$ cat config.mk
export PLATFORM = sky130hd
export DESIGN_NAME = rsf_reset_cause
export DESIGN_NICKNAME = d
export VERILOG_FILES = /design/src/rsf_pkg.sv /design/src/rsf_reset_cause.sv /design/src/rsf_hold_timer.sv
export SDC_FILE = /design/constraint.sdc
export NUM_CORES = 1
export LEC_CHECK = 0
export BUFFER_PORTS_ARGS = -buffer_cell sky130_fd_sc_hd__buf_2
export CORE_MARGIN = 3
export CORE_UTILIZATION = 48
export DETAILED_ROUTE_END_ITERATION = 6
export PLACE_DENSITY = 0.95
export SYNTH_ARGS = -nofsm -noshare
export SYNTH_HDL_FRONTEND = slang
export SYNTH_SLANG_ARGS = --single-unit
$ cat constraint.sdc
create_clock -name clk -period 5.5 [get_ports clk]
set_clock_uncertainty 0.1 [all_clocks]
set_input_delay 0.275 -clock clk [delete_from_list [all_inputs] [get_ports clk]]
set_output_delay 0.275 -clock clk [all_outputs]
set_load 0.005 [all_outputs]
$ cat src/rsf_pkg.sv
// Package with the constants, types and register map of the reset-cause block.
package rsf_pkg;

  // Byte addresses of the registers on the bus.
  localparam logic [7:0] RSF_ADDR_FLAGS = 8'h00;
  localparam logic [7:0] RSF_ADDR_STATUS = 8'h04;
  localparam logic [7:0] RSF_ADDR_MASK = 8'h08;

  // Bit positions inside the reset-cause register.
  localparam int RSF_BIT_PIN = 0;
  localparam int RSF_BIT_POR = 1;
  localparam int RSF_BIT_MISSING_CLK = 2;
  localparam int RSF_BIT_WDT = 3;
  localparam int RSF_BIT_SW = 4;
  localparam int RSF_BIT_CMP = 5;
  localparam int RSF_BIT_FLASH = 6;

  // One-hot flag values written when a given source resets the system.
  localparam logic [7:0] RSF_FLAGS_RESET = 8'h02;
  localparam logic [7:0] RSF_CAUSE_POR = 8'h02;
  localparam logic [7:0] RSF_CAUSE_PIN = 8'h01;
  localparam logic [7:0] RSF_CAUSE_FLASH = 8'h40;
  localparam logic [7:0] RSF_CAUSE_WDT = 8'h08;
  localparam logic [7:0] RSF_CAUSE_MISSING_CLK = 8'h04;
  localparam logic [7:0] RSF_CAUSE_CMP = 8'h20;
  localparam logic [7:0] RSF_CAUSE_SW = 8'h10;

  // Interrupt status and mask layout.
  localparam int RSF_IRQ_W = 3;
  localparam int RSF_IRQ_DONE = 0;
  localparam int RSF_IRQ_VDD_WARN = 1;
  localparam int RSF_IRQ_CMP_WARN = 2;
  localparam logic [RSF_IRQ_W-1:0] RSF_IRQ_RESET = 3'h0;

  // Length of the system reset pulse, a least time rounded up.
  localparam int RSF_CLK_PERIOD_NS = 40;
  localparam int RSF_HOLD_NS = 1000;
  localparam int RSF_HOLD_CYCLES = (RSF_HOLD_NS + RSF_CLK_PERIOD_NS - 1) / RSF_CLK_PERIOD_NS;
  localparam int RSF_HOLD_W = 5;

  // Bus transfer type and response codes.
  localparam logic [1:0] RSF_HTRANS_NONSEQ = 2'h2;
  localparam logic [1:0] RSF_HRESP_OKAY = 2'h0;

  // Sequencer states.
  typedef enum logic [1:0] {
    RSF_RUN = 2'b01,
    RSF_HOLD = 2'b10
  } rsf_state_t;

  // Reset sources seen in one cycle, highest priority first.
  typedef struct packed {
    logic vdd;
    logic pin;
    logic flash;
    logic wdt;
    logic missing_clk;
    logic cmp;
    logic sw;
  } rsf_src_t;

  // Bus transfer captured in its address phase.
  typedef struct packed {
    logic valid;
    logic wr;
    logic [7:0] addr;
  } rsf_xfer_t;

endpackage

$ cat src/rsf_reset_cause.sv
// Reset-cause register, reset source enables and system reset sequencer with an AHB-Lite slave.
`timescale 1ns/100ps
module rsf_reset_cause import rsf_pkg::*; (
  input wire logic clk,
  input wire logic rst_n,
  input wire logic ce,
  input wire logic hsel,
  input wire logic [31:0] haddr,
  input wire logic [1:0] htrans,
  input wire logic hwrite,
  input wire logic [2:0] hsize,
  input wire logic [31:0] hwdata,
  input wire logic hready,
  output logic [31:0] hrdata,
  output logic hreadyout,
  output logic [1:0] hresp,
  input wire logic cmp_out,
  input wire logic vdd_low,
  input wire logic pin_rst_n,
  input wire logic flash_err,
  input wire logic wdt_ovf,
  input wire logic missing_clk_timeout,
  output logic sys_rst_n_o,
  output logic rst_pin_o,
  output logic rst_pin_oe,
  output logic vdd_mon_rst_en,
  output logic missing_clk_rst_en,
  output logic cmp_rst_en,
  output logic irq
);

  // rst_n is the power-on reset: it must be the only thing that clears these flags,
  // since the system reset this block drives must leave them readable afterwards.
  rsf_state_t state_reg;
  rsf_xfer_t xfer_reg;
  logic [7:0] flags_reg;
  logic [RSF_IRQ_W-1:0] status_reg;
  logic [RSF_IRQ_W-1:0] status_next;
  logic [RSF_IRQ_W-1:0] mask_reg;
  logic [RSF_IRQ_W-1:0] status_set;
  logic [RSF_IRQ_W-1:0] status_clr;
  logic [7:0] cause_next;
  logic [31:0] rd_next;
  rsf_src_t src_now;
  logic addr_take;
  logic wr_commit;
  logic flags_wr;
  logic enter_hold;
  logic leave_hold;
  logic hold_busy;

  // Address phase is taken when selected, non-idle and the bus is ready.
  assign addr_take = hsel && htrans[1] && hready;
  // Data phase of a write acts in the single wait cycle, while hwdata stands.
  assign wr_commit = xfer_reg.valid && xfer_reg.wr;
  assign flags_wr = wr_commit && (xfer_reg.addr == RSF_ADDR_FLAGS);

  // Gather the reset requests of this cycle.
  always_comb begin
    src_now = '0;
    src_now.vdd = vdd_low && vdd_mon_rst_en;
    src_now.pin = !pin_rst_n;
    src_now.flash = flash_err;
    src_now.wdt = wdt_ovf;
    src_now.missing_clk = missing_clk_timeout && missing_clk_rst_en;
    src_now.cmp = !cmp_out && cmp_rst_en;
    src_now.sw = flags_wr && hwdata[RSF_BIT_SW];
  end

  // Pick the one cause to record; the supply monitor outranks all others.
  always_comb begin
    cause_next = flags_reg;
    if (src_now.vdd) begin
      cause_next = RSF_CAUSE_POR;
    end else if (src_now.pin) begin
      cause_next = RSF_CAUSE_PIN;
    end else if (src_now.flash) begin
      cause_next = RSF_CAUSE_FLASH;
    end else if (src_now.wdt) begin
      cause_next = RSF_CAUSE_WDT;
    end else if (src_now.missing_clk) begin
      cause_next = RSF_CAUSE_MISSING_CLK;
    end else if (src_now.cmp) begin
      cause_next = RSF_CAUSE_CMP;
    end else if (src_now.sw) begin
      cause_next = RSF_CAUSE_SW;
    end
  end

  // A reset starts only from RUN, so a cause arriving during a pulse is not recorded.
  assign enter_hold = (state_reg == RSF_RUN) && (src_now != '0);
  assign leave_hold = (state_reg == RSF_HOLD) && !hold_busy && pin_rst_n;

  // Pulse stretcher for the system reset.
  rsf_hold_timer #(
    .W(RSF_HOLD_W),
    .COUNT(RSF_HOLD_W'(RSF_HOLD_CYCLES))
  ) u_hold (
    .clk(clk),
    .rst_n(rst_n),
    .ce(ce),
    .start(enter_hold),
    .busy(hold_busy)
  );

  // Sequencer state.
  always_ff @(posedge clk or negedge rst_n) begin
    if (!rst_n) begin
      state_reg <= RSF_RUN;
    end else if (ce) begin
      unique case (state_reg)
        RSF_RUN: begin
          if (enter_hold) begin
            state_reg <= RSF_HOLD;
          end
        end
        RSF_HOLD: begin
          if (leave_hold) begin
            state_reg <= RSF_RUN;
          end
        end
        default: begin
          state_reg <= RSF_RUN;
        end
      endcase
    end
  end

  // System reset output, low for the whole pulse.
  always_ff @(posedge clk or negedge rst_n) begin
    if (!rst_n) begin
      sys_rst_n_o <= 1'b0;
    end else if (ce) begin
      if (enter_hold) begin
        sys_rst_n_o <= 1'b0;
      end else if (leave_hold || state_reg == RSF_RUN) begin
        sys_rst_n_o <= 1'b1;
      end
    end
  end

  // The pin is driven low only for supply monitor resets; internal causes keep off it.
  always_ff @(posedge clk or negedge rst_n) begin
    if (!rst_n) begin
      rst_pin_o <= 1'b0;
      rst_pin_oe <= 1'b1;
    end else if (ce) begin
      rst_pin_o <= 1'b0;
      if (enter_hold) begin
        rst_pin_oe <= src_now.vdd;
      end else if (leave_hold || state_reg == RSF_RUN) begin
        rst_pin_oe <= 1'b0;
      end
    end
  end

  // Cause flags; writes never change them, only reset entry does.
  always_ff @(posedge clk or negedge rst_n) begin
    if (!rst_n) begin
      flags_reg <= RSF_FLAGS_RESET;
    end else if (ce && enter_hold) begin
      flags_reg <= cause_next;
    end
  end

  // Reset source enables; a plain write loads all three, a system reset drops the comparator and missing clock ones
  // so a stale comparator or clock fault cannot retrigger the reset it just caused.
  always_ff @(posedge clk or negedge rst_n) begin
    if (!rst_n) begin
      cmp_rst_en <= 1'b0;
      missing_clk_rst_en <= 1'b0;
      vdd_mon_rst_en <= 1'b0;
    end else if (ce) begin
      if (enter_hold) begin
        cmp_rst_en <= 1'b0;
        missing_clk_rst_en <= 1'b0;
      end else if (flags_wr) begin
        cmp_rst_en <= hwdata[RSF_BIT_CMP];
        missing_clk_rst_en <= hwdata[RSF_BIT_MISSING_CLK];
        vdd_mon_rst_en <= hwdata[RSF_BIT_POR];
      end
    end
  end

  // Interrupt events: a finished reset pulse and supply or comparator faults seen while their reset is off.
  assign status_set[RSF_IRQ_DONE] = leave_hold;
  assign status_set[RSF_IRQ_VDD_WARN] = vdd_low && !vdd_mon_rst_en;
  assign status_set[RSF_IRQ_CMP_WARN] = !cmp_out && !cmp_rst_en;
  assign status_clr = (wr_commit && xfer_reg.addr == RSF_ADDR_STATUS) ?
                      hwdata[RSF_IRQ_W-1:0] : '0;
  // A set in the same cycle as its clear wins, so no event is lost.
  assign status_next = (status_reg & ~status_clr) | status_set;

  // Sticky status, mask and the level interrupt.
  always_ff @(posedge clk or negedge rst_n) begin
    if (!rst_n) begin
      status_reg <= RSF_IRQ_RESET;
      mask_reg <= RSF_IRQ_RESET;
      irq <= 1'b0;
    end else if (ce) begin
      status_reg <= status_next;
      if (wr_commit && xfer_reg.addr == RSF_ADDR_MASK) begin
        mask_reg <= hwdata[RSF_IRQ_W-1:0];
      end
      irq <= |(status_next & mask_reg);
    end
  end

  // Read multiplexer; unmapped addresses read zero.
  always_comb begin
    rd_next = '0;
    unique case (xfer_reg.addr)
      RSF_ADDR_FLAGS: rd_next[7:0] = {1'b0, flags_reg[6:0]};
      RSF_ADDR_STATUS: rd_next[RSF_IRQ_W-1:0] = status_reg;
      RSF_ADDR_MASK: rd_next[RSF_IRQ_W-1:0] = mask_reg;
      default: rd_next = '0;
    endcase
  end

  // Bus slave: every transfer gets one wait state, so a read that follows a write
  // always sees the written value without a bypass path.
  always_ff @(posedge clk or negedge rst_n) begin
    if (!rst_n) begin
      xfer_reg <= '0;
      hreadyout <= 1'b1;
      hrdata <= '0;
      hresp <= RSF_HRESP_OKAY;
    end else if (ce) begin
      hresp <= RSF_HRESP_OKAY;
      if (xfer_reg.valid) begin
        xfer_reg.valid <= 1'b0;
        hreadyout <= 1'b1;
        if (!xfer_reg.wr) begin
          hrdata <= rd_next;
        end
      end else if (addr_take) begin
        xfer_reg.valid <= 1'b1;
        xfer_reg.wr <= hwrite;
        xfer_reg.addr <= {haddr[7:2], 2'b00};
        hreadyout <= 1'b0;
      end
    end
  end
endmodule

$ cat src/rsf_hold_timer.sv
// Down-counter that stretches the system reset to a fixed length.
`timescale 1ns/100ps
module rsf_hold_timer import rsf_pkg::*; #(
  parameter int W = RSF_HOLD_W,
  parameter logic [RSF_HOLD_W-1:0] COUNT = RSF_HOLD_W'(RSF_HOLD_CYCLES)
) (
  input wire logic clk,
  input wire logic rst_n,
  input wire logic ce,
  input wire logic start,
  output logic busy
);

  logic [W-1:0] cnt_reg;

  // Loading on start restarts a running count; the sequencer starts it only from RUN, so a cause arriving mid-pulse does not restart it.
  always_ff @(posedge clk or negedge rst_n) begin
    if (!rst_n) begin
      cnt_reg <= '0;
    end else if (ce) begin
      if (start) begin
        cnt_reg <= COUNT;
      end else if (cnt_reg != '0) begin
        cnt_reg <= cnt_reg - 1'b1;
      end
    end
  end

  // Busy while any cycle of the pulse remains.
  assign busy = (cnt_reg != '0);

endmodule

==> results of run 1 <==
-- metrics by stage --
step,utilization,area (sq um),total power (uW)
5_1_grt,0.560,2450,981
6_report,0.560,2450,925
4_1_cts,0.560,2450,930
3_5_place_dp,0.527,2310,628
2_1_floorplan,-,2310,579
3_3_place_gp,0.527,2310,611
-- cells in the final DEF (no fill, tap or decap), drive strengths merged, types with 6 or more instances in the layout --
| cell type | count |
|---|---|
| nand2 | 27 |
| a21oi | 10 |
| clkbuf | 6 |
| inv | 8 |
| o21ai | 21 |
| dfrtp | 38 |
| conb | 28 |
| nor2 | 8 |
| buf | 38 |
| mux2 | 12 |
-- power by group --
part | internal (uW) | switching (uW)
Combinational | 90.9 | 109
Sequential | 374 | 50.1
Clock | 194 | 108
-- final cells by class --
type	count	area, sq um	area share
Timing Repair Buffer	38	193	0.0785
Multi-Input combinational cell	162	968	0.394
Tap cell	52	65.1	0.0265
Sequential cell	42	1060	0.430
Clock buffer	6	82.6	0.0336
Inverter	8	30.0	0.0122
Clock inverter	2	60.1	0.0245
-- worst paths after layout --
check,slack [ns],to,depth (start not counted)
max in group asynchronous,4.74,u_hold.cnt_reg[2]$_DFFE_PN0P_,1
min,0.0003,mask_reg[2]$_DFFE_PN0P_,1
min in group clk,0.10,cmp_rst_en$_DFFE_PN0P_,2
max reg2reg,3.16,flags_reg[0]$_DFFE_PN0P_,6
max,3.16,flags_reg[0]$_DFFE_PN0P_,6
min reg2reg,0.38,hrdata[5]$_DFFE_PN0P_,2
-- cells in the mapped netlist --
library cell | number | area [sq um]
o31ai_1 | 1 | 7.51
nand4b_1 | 2 | 17.5
dfstp_2 | 4 | 105
nand4_1 | 2 | 12.5
nor3b_2 | 1 | 12.5
nor3_1 | 5 | 25.0
nor4_4 | 1 | 21.3
a21boi_1 | 1 | 7.51
conb_1 | 1 | 3.75
a311o_1 | 1 | 10.0
nor2b_1 | 4 | 25.0
a41oi_1 | 1 | 8.76
nor4b_1 | 1 | 8.76
mux2i_1 | 3 | 30.0
nor2_1 | 8 | 30.0
and4b_1 | 1 | 10.0
o41ai_2 | 1 | 16.3
clkbuf_1 | 6 | 22.5
mux2_2 | 12 | 135
a22o_1 | 5 | 43.8
o22ai_1 | 2 | 12.5
or3_1 | 1 | 6.26
and2_1 | 1 | 6.26
and3_1 | 1 | 6.26
o21a_1 | 1 | 7.51
dfrtp_1 | 38 | 951
a21oi_1 | 10 | 50.1
buf_6 | 1 | 11.3
or4_1 | 2 | 15.0
buf_4 | 28 | 210
or2_2 | 1 | 6.26
nand2_1 | 27 | 101
a21o_1 | 2 | 15.0
nand3_1 | 3 | 15.0
buf_2 | 2 | 10.0
o21bai_1 | 1 | 7.51
nand3b_1 | 2 | 15.0
o21ai_0 | 21 | 105
ha_1 | 2 | 25.0
a21boi_0 | 3 | 22.5
inv_1 | 8 | 30.0
nand2b_1 | 4 | 25.0
-- cell families after synthesis --
kind of cell,synth area share
compound gates,0.142
other cells,0.00170
buf+inv,0.129
mux,0.0748
fa+ha+maj,0.0113
simple gates,0.163
flops,0.478
-- routing by layer --
metal  share of wire  GRT usage  up-vias
met4           0.024     0.0905        0
met5               0          0        -
li1                -          -      779
met3           0.076     0.0451       14
met2            0.49      0.272       74
met1            0.41      0.221      796
-- worst max-delay path, delay by kind of cell, from the launching register on --
kind	cells	cell delay (ns)
AO/OA/AOI/OAI	2	0.38
buffers and inverters	1	0.27
flip-flops	1	0.38
AND/OR/NAND/NOR	3	1.16
==> impl_metrics.json, run 1 <==
{
  "fp.dieW_um": 73.8,
  "insertion_delay_ns": 0.30,
  "grt_usage": 0.174,
  "clock_sinks": 42,
  "layout_setup_ws_ns": 3.16,
  "p_leak_uw": 0.00118,
  "drc": 0,
  "area_growth_pct": 11.2,
  "cts_tree": "done",
  "hold_violations": 0,
  "path_max_fanout": 11,
  "diodes": 0,
  "layout-drive-gt1-share": 0.256,
  "hp-class": "input port to async pin",
  "fmax_mhz": 427,
  "whs_ns": 0.000286,
  "critPathLaunch": "xfer_reg[5]$_DFFE_PN0P_",
  "vias": 1663,
  "h-tree-depth": 2,
  "drtAntennaViolNets": 0,
  "crit_chain": "or4_1 -> nor4_4 -> o21bai_1 -> buf_4 -> nor3b_2 -> a21o_1",
  "synth_cell_types": 42,
  "final-setup-viol-count": 0,
  "pre_cts_slack_ns": 3.16,
  "largest_reg_flops": 8,
  "grt_pass1_vias": 1555,
  "core_sq_mm": 0.00438,
  "status": "finished clean",
  "yosysWarnings": 0,
  "synth.avg_cell_area_sq_um": 9.94,
  "worstPathRequired_ns": 5.64,
  "place_hpwl_um": 3330,
  "dpl.cell_count": 302,
  "end_kind": "flop",
  "io_pins": 123,
  "grt_antenna_before_repair": 0,
  "fin_cells": 310,
  "synth_area_sq_mm": 0.00221,
  "slew_headroom": 0.397,
  "clockBufferDepth": 2,
  "worstMarginPinSlew_ns": 0.904,
  "clockRootBuffer": "clkbuf_8",
  "irDropWorstVdd_uv": 236,
  "grt_pass1_wl_um": 7160,
  "vias_per_cell": 5.36,
  "grt_max_degree": 43,
  "period_needed_ns": 2.34,
  "drt_iter0_drc": 57,
  "cts_setup_buffers": 0,
  "gp_congestion": 0.860,
  "cts_buffers": 5,
  "grt_overflow": 0,
  "fp-row-count": 24,
  "cts.clk_slew.worst_paths_ns": 0.08,
  "nFillCells": 413,
  "post_cts_resized": 0,
  "synthCells": 222,
  "drv_cap": 0,
  "dr.pass1.iters": 4,
  "timing.rr.start": "xfer_reg[5]$_DFFE_PN0P_",
  "crit_arrival_ns": 2.49,
  "cp_slowest_stage_delay_ns": 0.69,
  "slew_violations": 0,
  "rsz0062_at_grt": "false",
  "fin_setup_tns_ns": 0,
  "fin_crit_sh": 0.426,
  "start_util": 0.503,
  "die_area_sq_mm": 0.00545,
  "yosysSeqAreaShare": 0.478,
  "fin_nets": 340,
  "wl_per_cell_um": 14.3,
  "cp-start-kind": "flop",
  "synth_seq_cells": 42,
  "postCtsHoldBufs": 0,
  "p_per_area_mw_per_mm2": 377,
  "wirelength_um": 4420,
  "cpMaxStageDelayCell": "or4_1",
  "fp.dieH_um": 73.8,
  "port_buffers": 37,
  "crit_type": "flop to flop"
}
(Power assumes the default switching activity.)
==> run 2, diff against run 1 <==
--- a/config.mk
+++ b/config.mk
@@ -5,11 +5,12 @@
 export SDC_FILE = /design/constraint.sdc
 export NUM_CORES = 1
 export LEC_CHECK = 0
+export ABC_AREA = 1
 export BUFFER_PORTS_ARGS = -buffer_cell sky130_fd_sc_hd__buf_2
 export CORE_MARGIN = 3
-export CORE_UTILIZATION = 48
+export CORE_UTILIZATION = 45
 export DETAILED_ROUTE_END_ITERATION = 6
-export PLACE_DENSITY = 0.95
+export PLACE_DENSITY = 0.91
 export SYNTH_ARGS = -nofsm -noshare
 export SYNTH_HDL_FRONTEND = slang
 export SYNTH_SLANG_ARGS = --single-unit
==> constraint.sdc (replaced) <==
create_clock -name clk -period 2.21 [get_ports clk]
set_clock_uncertainty 0.1 [all_clocks]
set_input_delay 0.1105 -clock clk [delete_from_list [all_inputs] [get_ports clk]]
set_output_delay 0.1105 -clock clk [all_outputs]
set_load 0.005 [all_outputs]
==> impl_metrics.json, run 2 <==
{
  "clockBufferDepth": 2,
  "place_hpwl_um": 3230,
  "h-tree-depth": 2,
  "period_needed_ns": 1.88,
  "cp_slowest_stage_delay_ns": 0.44,
  "grt_usage": 0.155,
  "wl_per_cell_um": 11.1,
  "crit_type": "flop to flop",
  "async_flop_share": 1.00,
  "final_common_cell": "nand2_1",
  "layout-drive-gt1-share": 0.228,
  "clock_sinks": 42,
  "drt_iter0_drc": 96,
  "clockRootBuffer": "clkbuf_8",
  "end_kind": "flop",
  "dr.pass1.iters": 5,
  "io_pins": 123,
  "synth_cell_types": 37,
  "final-setup-viol-count": 0,
  "drc": 0,
  "synthTopCellsByArea": "dfrtp_1 42%, nand2_1 13%, buf_4 9.3%",
  "cpLargestDelayFamily": "simple AND/OR/NAND/NOR gates",
  "irDropWorstVdd_uv": 590,
  "grt_max_degree": 43,
  "crit_arrival_ns": 1.97,
  "hp-start": "cmp_out",
  "fp-row-count": 25,
  "yosysMostFrequentCell": "nand2_1",
  "timing.rr.start": "vdd_mon_rst_en$_DFFE_PN0P_",
  "fin_setup_tns_ns": 0,
  "yosysSeqAreaShare": 0.465,
  "yosys.area.top_type": "dfrtp_1",
  "fp.dieW_um": 77.0,
  "wirelength_um": 4350,
  "synthFlopType": "dfrtp_1",
  "gp_congestion": 0.851,
  "diodes": 0,
  "synth_area_sq_mm": 0.00227,
  "hold_path_end": "status_reg[2]$_DFFE_PN0P_",
  "worstPathRequired_ns": 2.30,
  "area_growth_pct": 16.5,
  "core_sq_mm": 0.00479,
  "hp-class": "input port to flop",
  "vias": 1791,
  "fmax_mhz": 532,
  "hold_violations": 0,
  "synthCells": 269,
  "worstMarginPinSlew_ns": 0.903,
  "synth_edf_count": 0,
  "synth.avg_cell_area_sq_um": 8.44,
  "cts_setup_buffers": 0,
  "start_util": 0.475,
  "largest_reg_flops": 8,
  "fin_crit_sh": 0.850,
  "grt_overflow": 0,
  "rsz0062_at_grt": "false",
  "drtAntennaViolNets": 0,
  "yosysWarnings": 0,
  "synth_seq_cells": 42,
  "netlist_top_cells_count": "80 x nand2_1, 38 x dfrtp_1, 28 x buf_4, 23 x inv_1, 18 x nor2_1",
  "most-common-layout-cells": "80 x nand2_1, 38 x dfrtp_1, 37 x buf_2, 28 x conb_1, 23 x inv_1",
  "slew_headroom": 0.398,
  "status": "finished clean",
  "fp.dieH_um": 77.0,
  "r2r_cells": 7,
  "cp-start-kind": "flop",
  "grt_pass1_vias": 1694,
  "r2r_end": "u_hold.cnt_reg[3]$_DFFE_PN0P_",
  "grt_antenna_before_repair": 0,
  "cp.depth": 7,
  "ff2ff_setup_slack_ns": 0.33,
  "cpMaxStageDelayCell": "dfrtp_1",
  "port_buffers": 37,
  "path_max_fanout": 17,
  "pre_cts_slack_ns": 0.388,
  "cpMostUsedCell": "nand2_1",
  "crit_chain": "nand2_1 -> nand2_1 -> nor2_1 -> nand2_2 -> nand3_4 -> nand2_1 -> o21a_1",
  "synth_top_cell_area_share": 0.419,
  "cp.buffers_inverters": 0,
  "cts.clk_slew.worst_paths_ns": 0.08,
  "p_leak_uw": 0.00137,
  "cts_tree": "done",
  "layout_setup_ws_ns": 0.332,
  "worstHoldPathCells": 3,
  "vias_per_cell": 4.58,
  "fin_nets": 406,
  "insertion_delay_ns": 0.30,
  "grt_pass1_wl_um": 7330,
  "slew_violations": 0,
  "cts_buffers": 5,
  "drv_cap": 0,
  "die_area_sq_mm": 0.00594,
  "p_per_area_mw_per_mm2": 830
}
[run 2: changes by cell type in the layout (fill, tap and decap cells not counted), moves of 5 or more]
cell,delta
nand3_1,+12
nor3_1,-5
mux2_2,-12
dlygate4sd3_1,+14
nor2_1,+10
a22o_1,-5
o21ai_2,+5
nand2_1,+53
inv_1,+15
o21ai_0,-12
[run 2: layout make-up]
cell class                      instances  area [sq um]
Clock buffer                            6          82.6
Fill cell                             448          2140
Sequential cell                        42          1060
Multi-Input combinational cell        195           980
Tap cell                               67          83.8
Inverter                               28           105
Clock inverter                          2          12.5
Timing Repair Buffer                   51           325
[run 2: stage by stage]
step	power, uW	hold slack (ns)	cells	util	area (sq um)
after global routing	2360	0.0398	391	0.553	2650
after detailed placement	1680	0.200	369	0.504	2410
final	2190	0.0283	391	0.553	2650
after global placement	1640	0.189	369	0.504	2410
after CTS	2220	0.0243	391	0.553	2650
after floorplan	1550	-0.285	296	-	2370
[run 2: routing by layer]
layer | global-route usage | vias up | routed length [um] | part of all wire
met3 | 0.0563 | 10 | 308 | 0.071
met2 | 0.257 | 58 | 2120 | 0.49
met5 | 0 | - | 0 | 0
met1 | 0.184 | 820 | 1840 | 0.42
met4 | 0.0569 | 0 | 85 | 0.020
li1 | - | 903 | - | -
[run 2: repair_timing]
action | 4_1_cts | 5_1_grt
endpoints found under the hold margin | 51 | 0
resized for setup | 0 | 0
hold buffers | 14 | 0
[run 2: cell families (layout without fill, tap and decap cells)]
family                   Yosys count  in the layout  synth area share
AND/OR/NAND/NOR                  129            129             0.268
buffers and inverters             59             87             0.148
flip-flops                        42             42             0.465
AO/OA/AOI/OAI                     32             32            0.0893
XOR/XNOR                           3              3            0.0116
adder cells (fa/ha/maj)            2              2            0.0110
other                              1             28           0.00165
multiplexers                       1              1           0.00496
[run 2: tightest hold or removal path: stages]
cell and delay (ns):
buf_2 0.09, or2_2 0.12, a31oi_1 0.08
[run 2: where the power goes]
part	internal (uW)	total, uW	switching, uW
sequential	948	1050	96.8
clock	251	516	265
combinational	246	633	387
[run 2: how the worst max path moves through the flow]
| stage | start | to | slack, ns |
|---|---|---|---|
| finish | vdd_mon_rst_en$_DFFE_PN0P_ | u_hold.cnt_reg[3]$_DFFE_PN0P_ | 0.33 |
| global route | vdd_mon_rst_en$_DFFE_PN0P_ | u_hold.cnt_reg[3]$_DFFE_PN0P_ | 0.20 |
| CTS | vdd_mon_rst_en$_DFFE_PN0P_ | u_hold.cnt_reg[3]$_DFFE_PN0P_ | 0.34 |
| detailed placement | vdd_mon_rst_en$_DFFE_PN0P_ | u_hold.cnt_reg[3]$_DFFE_PN0P_ | 0.39 |
| global placement | vdd_mon_rst_en$_DFFE_PN0P_ | u_hold.cnt_reg[3]$_DFFE_PN0P_ | 0.47 |
| floorplan | xfer_reg[7]$_DFFE_PN0P_ | cmp_rst_en$_DFFE_PN0P_ | 0.78 |
